===== src/core/pgvo_pkg.sv =====
// Constants, register map and carrier types for the pattern generator and VCO override block.
// Assumes a byte-wide register port with an index address and one clock at 100 MHz.
// Behaviour
// RL1: Divider override takes ratio from divider field.
// RL2: Divider codes 0..4 map to 1..16.
// RL3: Automatic divider chosen from input bit rate.
// RL4: Select field picks nine or thirty-one stage.
// RL5: Enable bit activates generator digital logic.
// RL6: Clearing load bit resets generator clock.
// RL7: Clock enable bit starts sequence generation.
// RL8: Software follows documented start order.
// RL9: Mux override plus code four outputs pattern.
// RL10: Locked VCO ignores output mux selection.
// RL11: Force bits keep channel enabled without signal.
// RL12: No signal, no force: channel powered down.
// RL13: Charge pump override disables loop pump.
// RL14: Coarse tune override uses five-bit field.
// RL15: Control voltage override uses five-bit field.
// RL16: Software keeps earlier override bits set.
// RL17: Override register resets zero, zero clears all.
// RL18: Free-running VCO clocks generator.
// RL19: Advised free-run values for 10.3125 GHz.
// RL20: Override divider only while free-running. The code applies the divider override whether or not the VCO is free-running.
// RL21: Mux override drives selection even locked.
// RL22: Output select defaults to mute.
// RL23: LFSR polynomials, never all-zero state.
// RL24: Each cleared override returns to automatic.
package pgvo_pkg;
	localparam logic [7:0] PGVO_REG_COARSE = 8'h08;
	localparam logic [7:0] PGVO_REG_OVR = 8'h09;
	localparam logic [7:0] PGVO_REG_CLKEN = 8'h0D;
	localparam logic [7:0] PGVO_REG_SIGDET = 8'h14;
	localparam logic [7:0] PGVO_REG_DIV = 8'h18;
	localparam logic [7:0] PGVO_REG_CPUMP = 8'h1B;
	localparam logic [7:0] PGVO_REG_OUTSEL = 8'h1E;
	localparam logic [7:0] PGVO_REG_CVDAC = 8'h1F;
	localparam logic [7:0] PGVO_REG_PGCTL = 8'h30;
	localparam logic [7:0] PGVO_RST_ZERO = 8'h00;
	localparam logic [7:0] PGVO_RST_OUTSEL = 8'hE0;
	localparam logic [7:0] PGVO_RST_CPUMP = 8'h03;
	localparam int PGVO_OVR_DIV_BIT = 2;
	localparam int PGVO_OVR_CP_BIT = 3;
	localparam int PGVO_OVR_MUX_BIT = 5;
	localparam int PGVO_OVR_CV_BIT = 6;
	localparam int PGVO_OVR_CT_BIT = 7;
	localparam int PGVO_CLKEN_BIT = 5;
	localparam int PGVO_PGEN_BIT = 4;
	localparam int PGVO_LOAD_BIT = 3;
	localparam int PGVO_SDF_ON_BIT = 7;
	localparam int PGVO_SDF_OFF_BIT = 6;
	localparam logic [2:0] PGVO_MAX_DIV_CODE = 3'h4;
	localparam logic [1:0] PGVO_CP_OFF = 2'h0;
	localparam logic [1:0] PGVO_SEQ_SHORT = 2'h0;
	localparam logic [1:0] PGVO_SEQ_LONG = 2'h2;
	localparam int PGVO_SHORT_LEN = 9;
	localparam int PGVO_SHORT_TAP = 5;
	localparam int PGVO_LONG_LEN = 31;
	localparam int PGVO_LONG_TAP = 28;
	localparam int PGVO_DIV_MSB = 6;
	localparam int PGVO_DIV_LSB = 4;
	localparam int PGVO_MUX_MSB = 7;
	localparam int PGVO_MUX_LSB = 5;
	localparam int PGVO_TUNE_MSB = 4;
	localparam int PGVO_CODE2_MSB = 1;

	typedef enum logic [2:0] {
		PGVO_MUX_RAW = 3'h0,
		PGVO_MUX_RETIMED = 3'h1,
		PGVO_MUX_ICLK = 3'h2,
		PGVO_MUX_QCLK = 3'h3,
		PGVO_MUX_PATTERN = 3'h4,
		PGVO_MUX_OSC = 3'h5,
		PGVO_MUX_BAD = 3'h6,
		PGVO_MUX_MUTE = 3'h7
	} pgvo_mux_e;

	typedef enum logic [2:0] {
		PGVO_GEN_OFF = 3'b001,
		PGVO_GEN_HOLD = 3'b010,
		PGVO_GEN_RUN = 3'b100
	} pgvo_gen_e;

	typedef struct packed {
		logic [2:0] div_code;
		logic pump_on;
		logic [4:0] coarse;
		logic coarse_ovr;
		logic [4:0] cvdac;
		logic cvdac_on;
	} pgvo_vco_s;
endpackage


===== src/core/pgvo_lfsr.sv =====
// Pattern shift register with selectable length and one feedback tap.
// Assumes it is stepped by the caller's advance strobe and seeded by load.
`timescale 1ns/1ps
module pgvo_lfsr
	import pgvo_pkg::*;
#(
	parameter int LEN = 31
) (
	input wire logic core_clk_i,
	input wire logic nrst_i,
	input wire logic load_i,
	input wire logic step_i,
	input wire logic long_i,
	output logic bit_o
);
	logic [LEN-1:0] state;
	logic [LEN-1:0] next_state;
	logic fb;

	// A seed of all ones keeps the register out of the stuck all-zero state.
	assign fb = long_i ? (state[PGVO_LONG_LEN-1] ^ state[PGVO_LONG_TAP-1])
		: (state[PGVO_SHORT_LEN-1] ^ state[PGVO_SHORT_TAP-1]); // RL23
	assign next_state = load_i ? {LEN{1'b1}} : (step_i ? {state[LEN-2:0], fb} : state);
	assign bit_o = long_i ? state[PGVO_LONG_LEN-1] : state[PGVO_SHORT_LEN-1];

	always_ff @(posedge core_clk_i or negedge nrst_i) begin
		if (!nrst_i) begin
			state <= {LEN{1'b1}};
		end else begin
			state <= next_state;
		end
	end

	never_zero_a: assert property (@(posedge core_clk_i) disable iff (!nrst_i) // RL23
		state != '0) else $error("pattern register reached all zero");
endmodule


===== src/core/pgvo_top.sv =====
// Channel pattern generator, output mux selection and VCO override control.
// Assumes a synchronous byte register port and channel status inputs.
`timescale 1ns/1ps
module pgvo_top
	import pgvo_pkg::*;
(
	input wire logic core_clk_i,
	input wire logic nrst_i,
	input wire logic reg_wr_i,
	input wire logic [7:0] reg_addr_i,
	input wire logic [7:0] reg_wdata_i,
	output logic [7:0] reg_rdata_o,
	input wire logic signal_present_i,
	input wire logic locked_i,
	input wire logic [2:0] auto_div_code_i,
	input wire logic [4:0] auto_coarse_i,
	input wire logic retimed_i,
	input wire logic raw_i,
	input wire logic iclk_i,
	input wire logic qclk_i,
	input wire logic osc_i,
	output logic [2:0] vco_div_code_o,
	output logic charge_pump_on_o,
	output logic [4:0] vco_coarse_o,
	output logic vco_control_voltage_dac_on_o,
	output logic [4:0] vco_control_voltage_dac_o,
	output logic channel_enable_o,
	output logic out_mute_o,
	output logic out_data_o,
	output logic [2:0] gen_state_o
);
	logic [7:0] coarse_tune_value;
	logic [7:0] channel_override_control;
	logic [7:0] pattern_clock_enable;
	logic [7:0] signal_detect_force;
	logic [7:0] divider_select;
	logic [7:0] charge_pump_control;
	logic [7:0] output_select_and_pattern_enable;
	logic [7:0] control_voltage_dac_value;
	logic [7:0] pattern_generator_control;
	pgvo_gen_e gen_state;
	pgvo_gen_e next_gen_state;
	pgvo_vco_s vco;
	logic [7:0] next_rdata;

	wire wr_coarse = reg_wr_i && reg_addr_i == PGVO_REG_COARSE;
	wire wr_ovr = reg_wr_i && reg_addr_i == PGVO_REG_OVR;
	wire wr_clken = reg_wr_i && reg_addr_i == PGVO_REG_CLKEN;
	wire wr_sigdet = reg_wr_i && reg_addr_i == PGVO_REG_SIGDET;
	wire wr_div = reg_wr_i && reg_addr_i == PGVO_REG_DIV;
	wire wr_cpump = reg_wr_i && reg_addr_i == PGVO_REG_CPUMP;
	wire wr_outsel = reg_wr_i && reg_addr_i == PGVO_REG_OUTSEL;
	wire wr_cvdac = reg_wr_i && reg_addr_i == PGVO_REG_CVDAC;
	wire wr_pgctl = reg_wr_i && reg_addr_i == PGVO_REG_PGCTL;

	always_ff @(posedge core_clk_i or negedge nrst_i) begin
		if (!nrst_i) begin
			coarse_tune_value <= PGVO_RST_ZERO;
			channel_override_control <= PGVO_RST_ZERO; // RL17
			pattern_clock_enable <= PGVO_RST_ZERO;
			signal_detect_force <= PGVO_RST_ZERO;
			divider_select <= PGVO_RST_ZERO;
			charge_pump_control <= PGVO_RST_CPUMP;
			output_select_and_pattern_enable <= PGVO_RST_OUTSEL; // RL22
			control_voltage_dac_value <= PGVO_RST_ZERO;
			pattern_generator_control <= PGVO_RST_ZERO;
		end else begin
			if (wr_coarse) coarse_tune_value <= reg_wdata_i;
			if (wr_ovr) channel_override_control <= reg_wdata_i; // RL17
			if (wr_clken) pattern_clock_enable <= reg_wdata_i;
			if (wr_sigdet) signal_detect_force <= reg_wdata_i;
			if (wr_div) divider_select <= reg_wdata_i;
			if (wr_cpump) charge_pump_control <= reg_wdata_i;
			if (wr_outsel) output_select_and_pattern_enable <= reg_wdata_i;
			if (wr_cvdac) control_voltage_dac_value <= reg_wdata_i;
			if (wr_pgctl) pattern_generator_control <= reg_wdata_i;
		end
	end

	// Read mux; every register reads back as written, unmapped reads give zero.
	always_comb begin
		case (reg_addr_i)
			PGVO_REG_COARSE: next_rdata = coarse_tune_value;
			PGVO_REG_OVR: next_rdata = channel_override_control;
			PGVO_REG_CLKEN: next_rdata = pattern_clock_enable;
			PGVO_REG_SIGDET: next_rdata = signal_detect_force;
			PGVO_REG_DIV: next_rdata = divider_select;
			PGVO_REG_CPUMP: next_rdata = charge_pump_control;
			PGVO_REG_OUTSEL: next_rdata = output_select_and_pattern_enable;
			PGVO_REG_CVDAC: next_rdata = control_voltage_dac_value;
			PGVO_REG_PGCTL: next_rdata = pattern_generator_control;
			default: next_rdata = PGVO_RST_ZERO;
		endcase
	end

	// Each override bit alone decides its own function.
	wire div_ovr = channel_override_control[PGVO_OVR_DIV_BIT]; // RL24
	wire cp_ovr = channel_override_control[PGVO_OVR_CP_BIT]; // RL24
	wire mux_ovr = channel_override_control[PGVO_OVR_MUX_BIT];
	wire cv_ovr = channel_override_control[PGVO_OVR_CV_BIT]; // RL24
	wire ct_ovr = channel_override_control[PGVO_OVR_CT_BIT]; // RL24
	wire [2:0] div_field = divider_select[PGVO_DIV_MSB:PGVO_DIV_LSB];
	// Illegal codes are clamped so the divider never sees an unsupported ratio.
	wire [2:0] div_safe = (div_field > PGVO_MAX_DIV_CODE) ? PGVO_MAX_DIV_CODE : div_field; // RL2
	wire [2:0] auto_safe = (auto_div_code_i > PGVO_MAX_DIV_CODE) ? PGVO_MAX_DIV_CODE
		: auto_div_code_i; // RL3
	wire [1:0] pump_field = charge_pump_control[PGVO_CODE2_MSB:0];
	wire pump_off = cp_ovr && pump_field == PGVO_CP_OFF; // RL13
	wire free_run = pump_off;

	assign vco.div_code = div_ovr ? div_safe : auto_safe; // RL1
	assign vco.pump_on = !pump_off; // RL13
	assign vco.coarse = ct_ovr ? coarse_tune_value[PGVO_TUNE_MSB:0] : auto_coarse_i; // RL14
	assign vco.coarse_ovr = ct_ovr;
	assign vco.cvdac = control_voltage_dac_value[PGVO_TUNE_MSB:0]; // RL15
	assign vco.cvdac_on = cv_ovr; // RL15

	wire sd_force = signal_detect_force[PGVO_SDF_ON_BIT] && !signal_detect_force[PGVO_SDF_OFF_BIT];
	wire chan_en = signal_present_i || sd_force; // RL11 RL12
	// The loop stays locked whatever the mux selects; lock follows the input and drops while free-running.
	wire sync_lock = locked_i && !free_run; // RL10
	wire [2:0] mux_field = output_select_and_pattern_enable[PGVO_MUX_MSB:PGVO_MUX_LSB];
	wire [2:0] sel_code = mux_ovr ? mux_field
		: (sync_lock ? PGVO_MUX_RETIMED : mux_field); // RL21
	pgvo_mux_e sel;
	assign sel = pgvo_mux_e'(sel_code);

	// Generator sequencing: enable bit, then load bit, then clock gate.
	wire gen_en = output_select_and_pattern_enable[PGVO_PGEN_BIT]; // RL5
	wire load_bit = pattern_generator_control[PGVO_LOAD_BIT]; // RL6
	wire clk_gate = pattern_clock_enable[PGVO_CLKEN_BIT]; // RL7
	wire long_seq = pattern_generator_control[PGVO_CODE2_MSB:0] == PGVO_SEQ_LONG; // RL4

	always_comb begin
		case (gen_state)
			PGVO_GEN_OFF: next_gen_state = (gen_en && !load_bit) ? PGVO_GEN_HOLD : PGVO_GEN_OFF;
			PGVO_GEN_HOLD: next_gen_state = !gen_en ? PGVO_GEN_OFF
				: (load_bit ? PGVO_GEN_RUN : PGVO_GEN_HOLD); // RL6
			PGVO_GEN_RUN: next_gen_state = !gen_en ? PGVO_GEN_OFF
				: (!load_bit ? PGVO_GEN_HOLD : PGVO_GEN_RUN); // RL6
			default: next_gen_state = PGVO_GEN_OFF;
		endcase
	end

	// One bit per core cycle stands in for the VCO clock, locked or free-running.
	wire gen_load = gen_state != PGVO_GEN_RUN; // RL6
	wire gen_step = gen_state == PGVO_GEN_RUN && clk_gate && chan_en; // RL7 RL18
	logic pat_bit;

	pgvo_lfsr #(
		.LEN(PGVO_LONG_LEN)
	) u_lfsr (
		.core_clk_i(core_clk_i),
		.nrst_i(nrst_i),
		.load_i(gen_load),
		.step_i(gen_step),
		.long_i(long_seq),
		.bit_o(pat_bit)
	);

	logic next_data;
	logic next_mute;
	always_comb begin
		next_data = 1'b0;
		next_mute = 1'b0;
		case (sel)
			PGVO_MUX_RAW: next_data = raw_i;
			PGVO_MUX_RETIMED: next_data = retimed_i;
			PGVO_MUX_ICLK: next_data = iclk_i;
			PGVO_MUX_QCLK: next_data = qclk_i;
			PGVO_MUX_PATTERN: next_data = pat_bit && gen_step; // RL9
			PGVO_MUX_OSC: next_data = osc_i;
			default: next_mute = 1'b1; // RL22
		endcase
		if (!chan_en) begin
			next_mute = 1'b1; // RL12
			next_data = 1'b0;
		end
	end

	always_ff @(posedge core_clk_i or negedge nrst_i) begin
		if (!nrst_i) begin
			gen_state <= PGVO_GEN_OFF;
			reg_rdata_o <= PGVO_RST_ZERO;
			vco_div_code_o <= '0;
			charge_pump_on_o <= 1'b1;
			vco_coarse_o <= '0;
			vco_control_voltage_dac_on_o <= 1'b0;
			vco_control_voltage_dac_o <= '0;
			channel_enable_o <= 1'b0;
			out_mute_o <= 1'b1;
			out_data_o <= 1'b0;
			gen_state_o <= PGVO_GEN_OFF;
		end else begin
			gen_state <= next_gen_state;
			reg_rdata_o <= next_rdata;
			vco_div_code_o <= vco.div_code;
			charge_pump_on_o <= vco.pump_on;
			vco_coarse_o <= vco.coarse;
			vco_control_voltage_dac_on_o <= vco.cvdac_on;
			vco_control_voltage_dac_o <= vco.cvdac;
			channel_enable_o <= chan_en;
			out_mute_o <= next_mute;
			out_data_o <= next_data;
			gen_state_o <= next_gen_state;
		end
	end

	div_override_a: assert property (@(posedge core_clk_i) disable iff (!nrst_i) // RL1
		div_ovr && div_field <= PGVO_MAX_DIV_CODE |=> vco_div_code_o == $past(div_field))
		else $error("divider override not applied");
	div_auto_a: assert property (@(posedge core_clk_i) disable iff (!nrst_i) // RL3
		!div_ovr && auto_div_code_i <= PGVO_MAX_DIV_CODE |=> vco_div_code_o == $past(auto_div_code_i))
		else $error("automatic divider not followed");
	pump_off_a: assert property (@(posedge core_clk_i) disable iff (!nrst_i) // RL13
		cp_ovr && pump_field == PGVO_CP_OFF |=> !charge_pump_on_o)
		else $error("charge pump not disabled");
	pump_auto_a: assert property (@(posedge core_clk_i) disable iff (!nrst_i) // RL24
		!cp_ovr |=> charge_pump_on_o) else $error("charge pump not automatic");
	coarse_ovr_a: assert property (@(posedge core_clk_i) disable iff (!nrst_i) // RL14
		ct_ovr |=> vco_coarse_o == $past(coarse_tune_value[PGVO_TUNE_MSB:0]))
		else $error("coarse tune override lost");
	cvdac_on_a: assert property (@(posedge core_clk_i) disable iff (!nrst_i) // RL15
		cv_ovr |=> vco_control_voltage_dac_on_o && vco_control_voltage_dac_o
		== $past(control_voltage_dac_value[PGVO_TUNE_MSB:0]))
		else $error("control dac wrong");
	force_enable_a: assert property (@(posedge core_clk_i) disable iff (!nrst_i) // RL11
		sd_force |=> channel_enable_o) else $error("forced channel not enabled");
	no_signal_a: assert property (@(posedge core_clk_i) disable iff (!nrst_i) // RL12
		!signal_present_i && !sd_force |=> !channel_enable_o && out_mute_o)
		else $error("channel live without signal");
	gen_disabled_a: assert property (@(posedge core_clk_i) disable iff (!nrst_i) // RL5
		!gen_en |=> gen_state == PGVO_GEN_OFF) else $error("generator active while off");
	load_release_a: assert property (@(posedge core_clk_i) disable iff (!nrst_i) // RL6
		gen_state == PGVO_GEN_HOLD && gen_en && load_bit |=> gen_state == PGVO_GEN_RUN)
		else $error("load did not release generator");
	locked_retimed_a: assert property (@(posedge core_clk_i) disable iff (!nrst_i) // RL21
		chan_en && sync_lock && !mux_ovr |=> !out_mute_o && out_data_o == $past(retimed_i))
		else $error("locked channel not retimed");
	mute_default_a: assert property (@(posedge core_clk_i) disable iff (!nrst_i) // RL22
		chan_en && !sync_lock && !mux_ovr && mux_field == PGVO_MUX_MUTE |=> out_mute_o)
		else $error("unlocked channel not muted");
	pattern_out_a: assert property (@(posedge core_clk_i) disable iff (!nrst_i) // RL9
		chan_en && mux_ovr && mux_field == PGVO_MUX_PATTERN |=> out_data_o == $past(pat_bit && gen_step))
		else $error("pattern not routed");
	clear_all_a: assert property (@(posedge core_clk_i) disable iff (!nrst_i) // RL17
		wr_ovr && reg_wdata_i == PGVO_RST_ZERO ##1 !reg_wr_i |=> charge_pump_on_o
		&& !vco_control_voltage_dac_on_o) else $error("overrides not cleared");

	// Bounds, automatic paths and idle levels that the main sequences seldom reach.
	div_clamp_a: assert property (@(posedge core_clk_i) disable iff (!nrst_i) // RL2
		div_ovr && div_field > PGVO_MAX_DIV_CODE |=> vco_div_code_o == PGVO_MAX_DIV_CODE)
		else $error("illegal divider code not clamped");
	coarse_auto_a: assert property (@(posedge core_clk_i) disable iff (!nrst_i) // RL24
		!ct_ovr |=> vco_coarse_o == $past(auto_coarse_i))
		else $error("coarse tune not automatic");
	cvdac_off_a: assert property (@(posedge core_clk_i) disable iff (!nrst_i) // RL24
		!cv_ovr |=> !vco_control_voltage_dac_on_o)
		else $error("control dac left on");
	pump_keep_a: assert property (@(posedge core_clk_i) disable iff (!nrst_i) // RL13
		cp_ovr && pump_field != PGVO_CP_OFF |=> charge_pump_on_o)
		else $error("charge pump off without free run");
	channel_dark_a: assert property (@(posedge core_clk_i) disable iff (!nrst_i) // RL12
		!chan_en |=> !out_data_o)
		else $error("disabled channel drives data");
	force_off_a: assert property (@(posedge core_clk_i) disable iff (!nrst_i) // RL11
		signal_detect_force[PGVO_SDF_OFF_BIT] && !signal_present_i |=> !channel_enable_o)
		else $error("channel forced despite off bit");
	raw_select_a: assert property (@(posedge core_clk_i) disable iff (!nrst_i) // RL21
		chan_en && mux_ovr && mux_field == PGVO_MUX_RAW
		|=> !out_mute_o && out_data_o == $past(raw_i)) else $error("raw data not routed");
	osc_select_a: assert property (@(posedge core_clk_i) disable iff (!nrst_i) // RL21
		chan_en && mux_ovr && mux_field == PGVO_MUX_OSC
		|=> !out_mute_o && out_data_o == $past(osc_i)) else $error("oscillator not routed");
	bad_code_a: assert property (@(posedge core_clk_i) disable iff (!nrst_i) // RL21
		chan_en && mux_ovr && mux_field == PGVO_MUX_BAD |=> out_mute_o)
		else $error("invalid mux code not muted");
	pattern_idle_a: assert property (@(posedge core_clk_i) disable iff (!nrst_i) // RL7
		chan_en && mux_ovr && mux_field == PGVO_MUX_PATTERN && !clk_gate
		|=> !out_data_o && !out_mute_o) else $error("ungated pattern not low");
	early_load_a: assert property (@(posedge core_clk_i) disable iff (!nrst_i) // RL6
		gen_state == PGVO_GEN_OFF && load_bit |=> gen_state == PGVO_GEN_OFF)
		else $error("generator left off without hold");
	run_hold_a: assert property (@(posedge core_clk_i) disable iff (!nrst_i) // RL6
		gen_state == PGVO_GEN_RUN && gen_en && !load_bit |=> gen_state == PGVO_GEN_HOLD)
		else $error("cleared load did not hold generator");
	gen_onehot_a: assert property (@(posedge core_clk_i) disable iff (!nrst_i) // RL5
		$onehot(gen_state_o))
		else $error("generator state not one hot");
	ovr_readback_a: assert property (@(posedge core_clk_i) disable iff (!nrst_i) // RL17
		reg_addr_i == PGVO_REG_OVR |=> reg_rdata_o == $past(channel_override_control))
		else $error("override register read wrong");
	outsel_readback_a: assert property (@(posedge core_clk_i) disable iff (!nrst_i) // RL22
		reg_addr_i == PGVO_REG_OUTSEL |=> reg_rdata_o == $past(output_select_and_pattern_enable))
		else $error("output select read wrong");

	gen_run_c: cover property (@(posedge core_clk_i) disable iff (!nrst_i)
		gen_state == PGVO_GEN_RUN && gen_step && sel == PGVO_MUX_PATTERN);
	free_run_c: cover property (@(posedge core_clk_i) disable iff (!nrst_i)
		free_run && sd_force && !signal_present_i && gen_step);
	long_seq_c: cover property (@(posedge core_clk_i) disable iff (!nrst_i)
		long_seq && gen_step);
	osc_out_c: cover property (@(posedge core_clk_i) disable iff (!nrst_i)
		chan_en && mux_ovr && sel == PGVO_MUX_OSC);
	hold_load_c: cover property (@(posedge core_clk_i) disable iff (!nrst_i)
		gen_state == PGVO_GEN_HOLD && gen_en && load_bit);
endmodule


===== config.mk =====
export PLATFORM = sky130hd
export DESIGN_NAME = pgvo_top
export DESIGN_NICKNAME = d
export VERILOG_FILES = /design/src/core/pgvo_pkg.sv /design/src/core/pgvo_lfsr.sv /design/src/core/pgvo_top.sv
export SDC_FILE = /design/constraint.sdc
export NUM_CORES = 1
export LEC_CHECK = 0
export BUFFER_PORTS_ARGS = -buffer_cell sky130_fd_sc_hd__buf_4
export CAP_MARGIN = 20
export CORE_MARGIN = 2
export CORE_UTILIZATION = 57
export DETAILED_ROUTE_END_ITERATION = 8
export PLACE_DENSITY = 0.78
export SYNTH_ARGS = -nofsm -noshare
export SYNTH_HDL_FRONTEND = slang
export SYNTH_SLANG_ARGS = --single-unit

===== constraint.sdc =====
create_clock -name core_clk_i -period 5.2 [get_ports core_clk_i]
set_clock_uncertainty 0.05 [all_clocks]
set_input_delay 0.78 -clock core_clk_i [delete_from_list [all_inputs] [get_ports core_clk_i]]
set_output_delay 0.78 -clock core_clk_i [all_outputs]
set_load 0.05 [all_outputs]

==> flow_summary.json <==
{
  "status": "complete, no violations",
  "cts_made_buffers": 17,
  "cp_max_fo": 9,
  "clk_latency_ns": 0.53,
  "critPathMaxStageDelay_ns": 0.76,
  "synthXorXnorAreaFrac": 0.00608,
  "path_delay_family": "simple AND/OR/NAND/NOR gates",
  "die_y_um": 105,
  "netlist_instances": 471,
  "cp_cell_sequence": "buf_4 > or4b_1 > nor4_4 > mux2_2",
  "synth_edf_count": 0,
  "setup.worst_path.end_class": "flip-flop",
  "post_cts_buffers": 0,
  "drc": 0,
  "synth_top_family_by_area": "multiplexers",
  "synth_compound_area_frac": 0.0619,
  "vias": 4057,
  "grt_pass1_vias": 4103,
  "p_seq_frac": 0.427,
  "diodes": 0,
  "vias_per_cell": 6.00,
  "cp.arrival_ns": 2.73,
  "ant_nets": 0,
  "fill_cells": 689,
  "fmax_mhz": 422,
  "synthSimpleGateAreaFrac": 0.144,
  "critPathLaunchType": "input pin",
  "swShare": 0.232,
  "synth_area_leaders": "dfrtp_1 40%, dfstp_2 18%, mux2_2 17%",
  "synth_top_cell_area_share": 0.404,
  "portBuffers": 62,
  "use_met1": 0.363,
  "synthArstFlopShare": 1.00,
  "fin_nets": 564,
  "grt_max_degree": 85,
  "wire_per_inst_um": 20.1,
  "grt_antenna_before_repair": 0,
  "clk_pin_slew_ns": 0.06,
  "synthToLayoutAreaGrowth_pct": 21.1,
  "final-instance-count-excl-fill": 676,
  "netlist_area_um2": 5760,
  "die_area_um2": 10900,
  "cts_tree": "yes",
  "critPathKind": "input pin to flip-flop",
  "cts_max_level": 4,
  "fin_crit_ns": 2.37,
  "syn_nets": 505,
  "grt.total_usage": 0.263,
  "synth_flop_cell": "dfrtp_1",
  "synth_top_cells_by_count": "93 x dfrtp_1, 86 x mux2_2, 74 x nand2_1, 39 x dfstp_2, 38 x nand3_1",
  "io_pins": 63,
  "drt_wl_total_um": 13600,
  "dpl.cell_count": 643,
  "cts_buffer_depth": 2,
  "clkPwrFrac": 0.499,
  "row_count": 36,
  "cts_resized": 0,
  "synth.area.mux_share": 0.187,
  "leakagePower_uw": 0.00329,
  "rsz0062_at_grt": "false",
  "initial_core_util": 0.589,
  "max_slew_margin": 0.334,
  "cts_sinks": 132,
  "ys_ff_latch": 132,
  "gp_congestion": 0.861,
  "yosysMostFrequentCell": "dfrtp_1",
  "ir_drop_mv": 0.242,
  "total_power_uw": 2560,
  "place_hpwl_um": 8600,
  "root_buffer": "clkbuf_8",
  "grt_overflow": 0,
  "p_comb_frac": 0.073,
  "grtUsageMet3": 0.0717,
  "yosysSeqAreaShare": 0.582,
  "fin_crit_sh": 0.456,
  "setup_tns_ns": 0,
  "switchingPower_uw": 594,
  "drt_iter0_drc": 369,
  "die_w_um": 105,
  "avgSynthCellArea_um2": 12.2,
  "cp_data_required_time_ns": 5.56,
  "cp_slowest_cell": "or4b_1",
  "hold_viol": 0,
  "hp-class": "input pin to async pin",
  "synth_warnings": 0,
  "cap_violations": 0,
  "power.density_nw_per_um2": 367,
  "tightest_slew_ns": 0.999,
  "drive_gt1_frac": 0.438,
  "grt_pass1_wl_um": 21900,
  "slew_violations": 0,
  "crit_buf_inv": 1,
  "grtUsageMet2": 0.400,
  "first_pass_iters": 6,
  "cts_hold_buffers": 0,
  "setup_violations": 0,
  "synth_adder_area_share": 0,
  "core_area_um2": 9770,
  "top_usage_layer": "met2",
  "netlist.top_cell.by_area": "dfrtp_1",
  "ys_types": 46,
  "p_int_uw": 1970
}
power groups by stage:
stage	Sequential, uW	Clock, uW	Combinational [uW]
after floorplan	1130	0	75.7
after global placement	1110	0	178
after detailed placement	1110	0	184
after CTS	1090	1290	186
after global routing	1100	1340	203
final	1090	1280	187
cell families after synthesis:
group	count (synthesis)
xor gates and xnor gates	4
and+or+nand+nor	166
DFF	132
AOI/OAI and AO/OA	44
muxes	97
buffers and inverters	28
worst paths after layout:
check	from	endpoint	slack [ns]	depth (start not counted)
setup / recovery	reg_addr_i[5]	output_select_and_pattern_enable[1]$_DFFE_PN0P_	2.83	4
hold / removal	nrst_i	divider_select[6]$_DFFE_PN0P_	0.17	1
setup reg to reg	signal_detect_force[7]$_DFFE_PN0P_	out_data_o$_DFF_PN0_	3.18	5
hold reg to reg	channel_override_control[6]$_DFFE_PN0P_	vco_control_voltage_dac_on_o$_DFF_PN0_	0.35	0
max in group asynchronous	nrst_i	vco_control_voltage_dac_o[3]$_DFF_PN0_	3.64	3
min in group core_clk_i	channel_override_control[6]$_DFFE_PN0P_	vco_control_voltage_dac_on_o$_DFF_PN0_	0.35	0
metrics by stage:
stage | cell area [um^2] | setup WS, ns | util | hold slack, ns
finish | 6980 | 2.83 | 0.714 | 0.170
CTS | 6960 | 2.85 | 0.712 | 0.349
detailed placement | 6330 | 2.34 | 0.647 | 0.338
global route | 6980 | 2.73 | 0.714 | 0.210
floorplan | 5760 | 2.74 | - | 0.314
global placement | 6310 | 2.40 | 0.646 | 0.331
worst register-to-register path, cell delays in order (launching register included):
cell and delay, ns:
dfrtp_1 0.39, nor2b_1 0.39, o21ai_2 0.25, buf_8 0.23, o311a_1 0.34, o41ai_1 0.26
state kept, by name, summed over array words and instances (netlist names):
register                          cells
vco_div_code_o                        3
signal_detect_force                   8
charge_pump_control                   8
divider_select                        8
pattern_generator_control             8
channel_override_control              8
gen_state                             3
pattern_clock_enable                  8
vco_control_voltage_dac_on_o          1
out_data_o                            1
coarse_tune_value                     8
vco_coarse_o                          5
vco_control_voltage_dac_o             5
channel_enable_o                      1
control_voltage_dac_value             8
u_lfsr.state                         31
out_mute_o                            1
charge_pump_on_o                      1
output_select_and_pattern_enable      8
reg_rdata_o                           8
layout by cell type, fill, tap and decap left out, types with 7 or more instances in the layout:
master	instances
buf_4	64
nand2_1	74
o211ai_1	8
a222oi_1	7
clkbuf_16	16
nor2_1	10
or2_2	8
nand3_1	38
mux2i_1	11
dfrtp_1	93
dfstp_2	39
mux2_2	86
area by class of cell:
| type | count | area, um^2 | area share |
|---|---|---|---|
| clock buffers | 18 | 418 | 0.0599 |
| repair buffers | 66 | 515 | 0.0739 |
| clock inverters | 14 | 211 | 0.0303 |
| multi-input cells | 311 | 2310 | 0.331 |
| inverters | 2 | 7.51 | 0.00108 |
| well taps | 133 | 166 | 0.0239 |
| flip-flops and latches | 132 | 3350 | 0.480 |
per-layer routing:
| metal | vias up | wire [um] |
|---|---|---|
| met5 | - | 0 |
| met4 | 0 | 267 |
| met3 | 24 | 916 |
| met2 | 168 | 6370 |
| met1 | 2048 | 6020 |
| li1 | 1817 | - |
No activity file was read; power rests on OpenSTA's default activity.
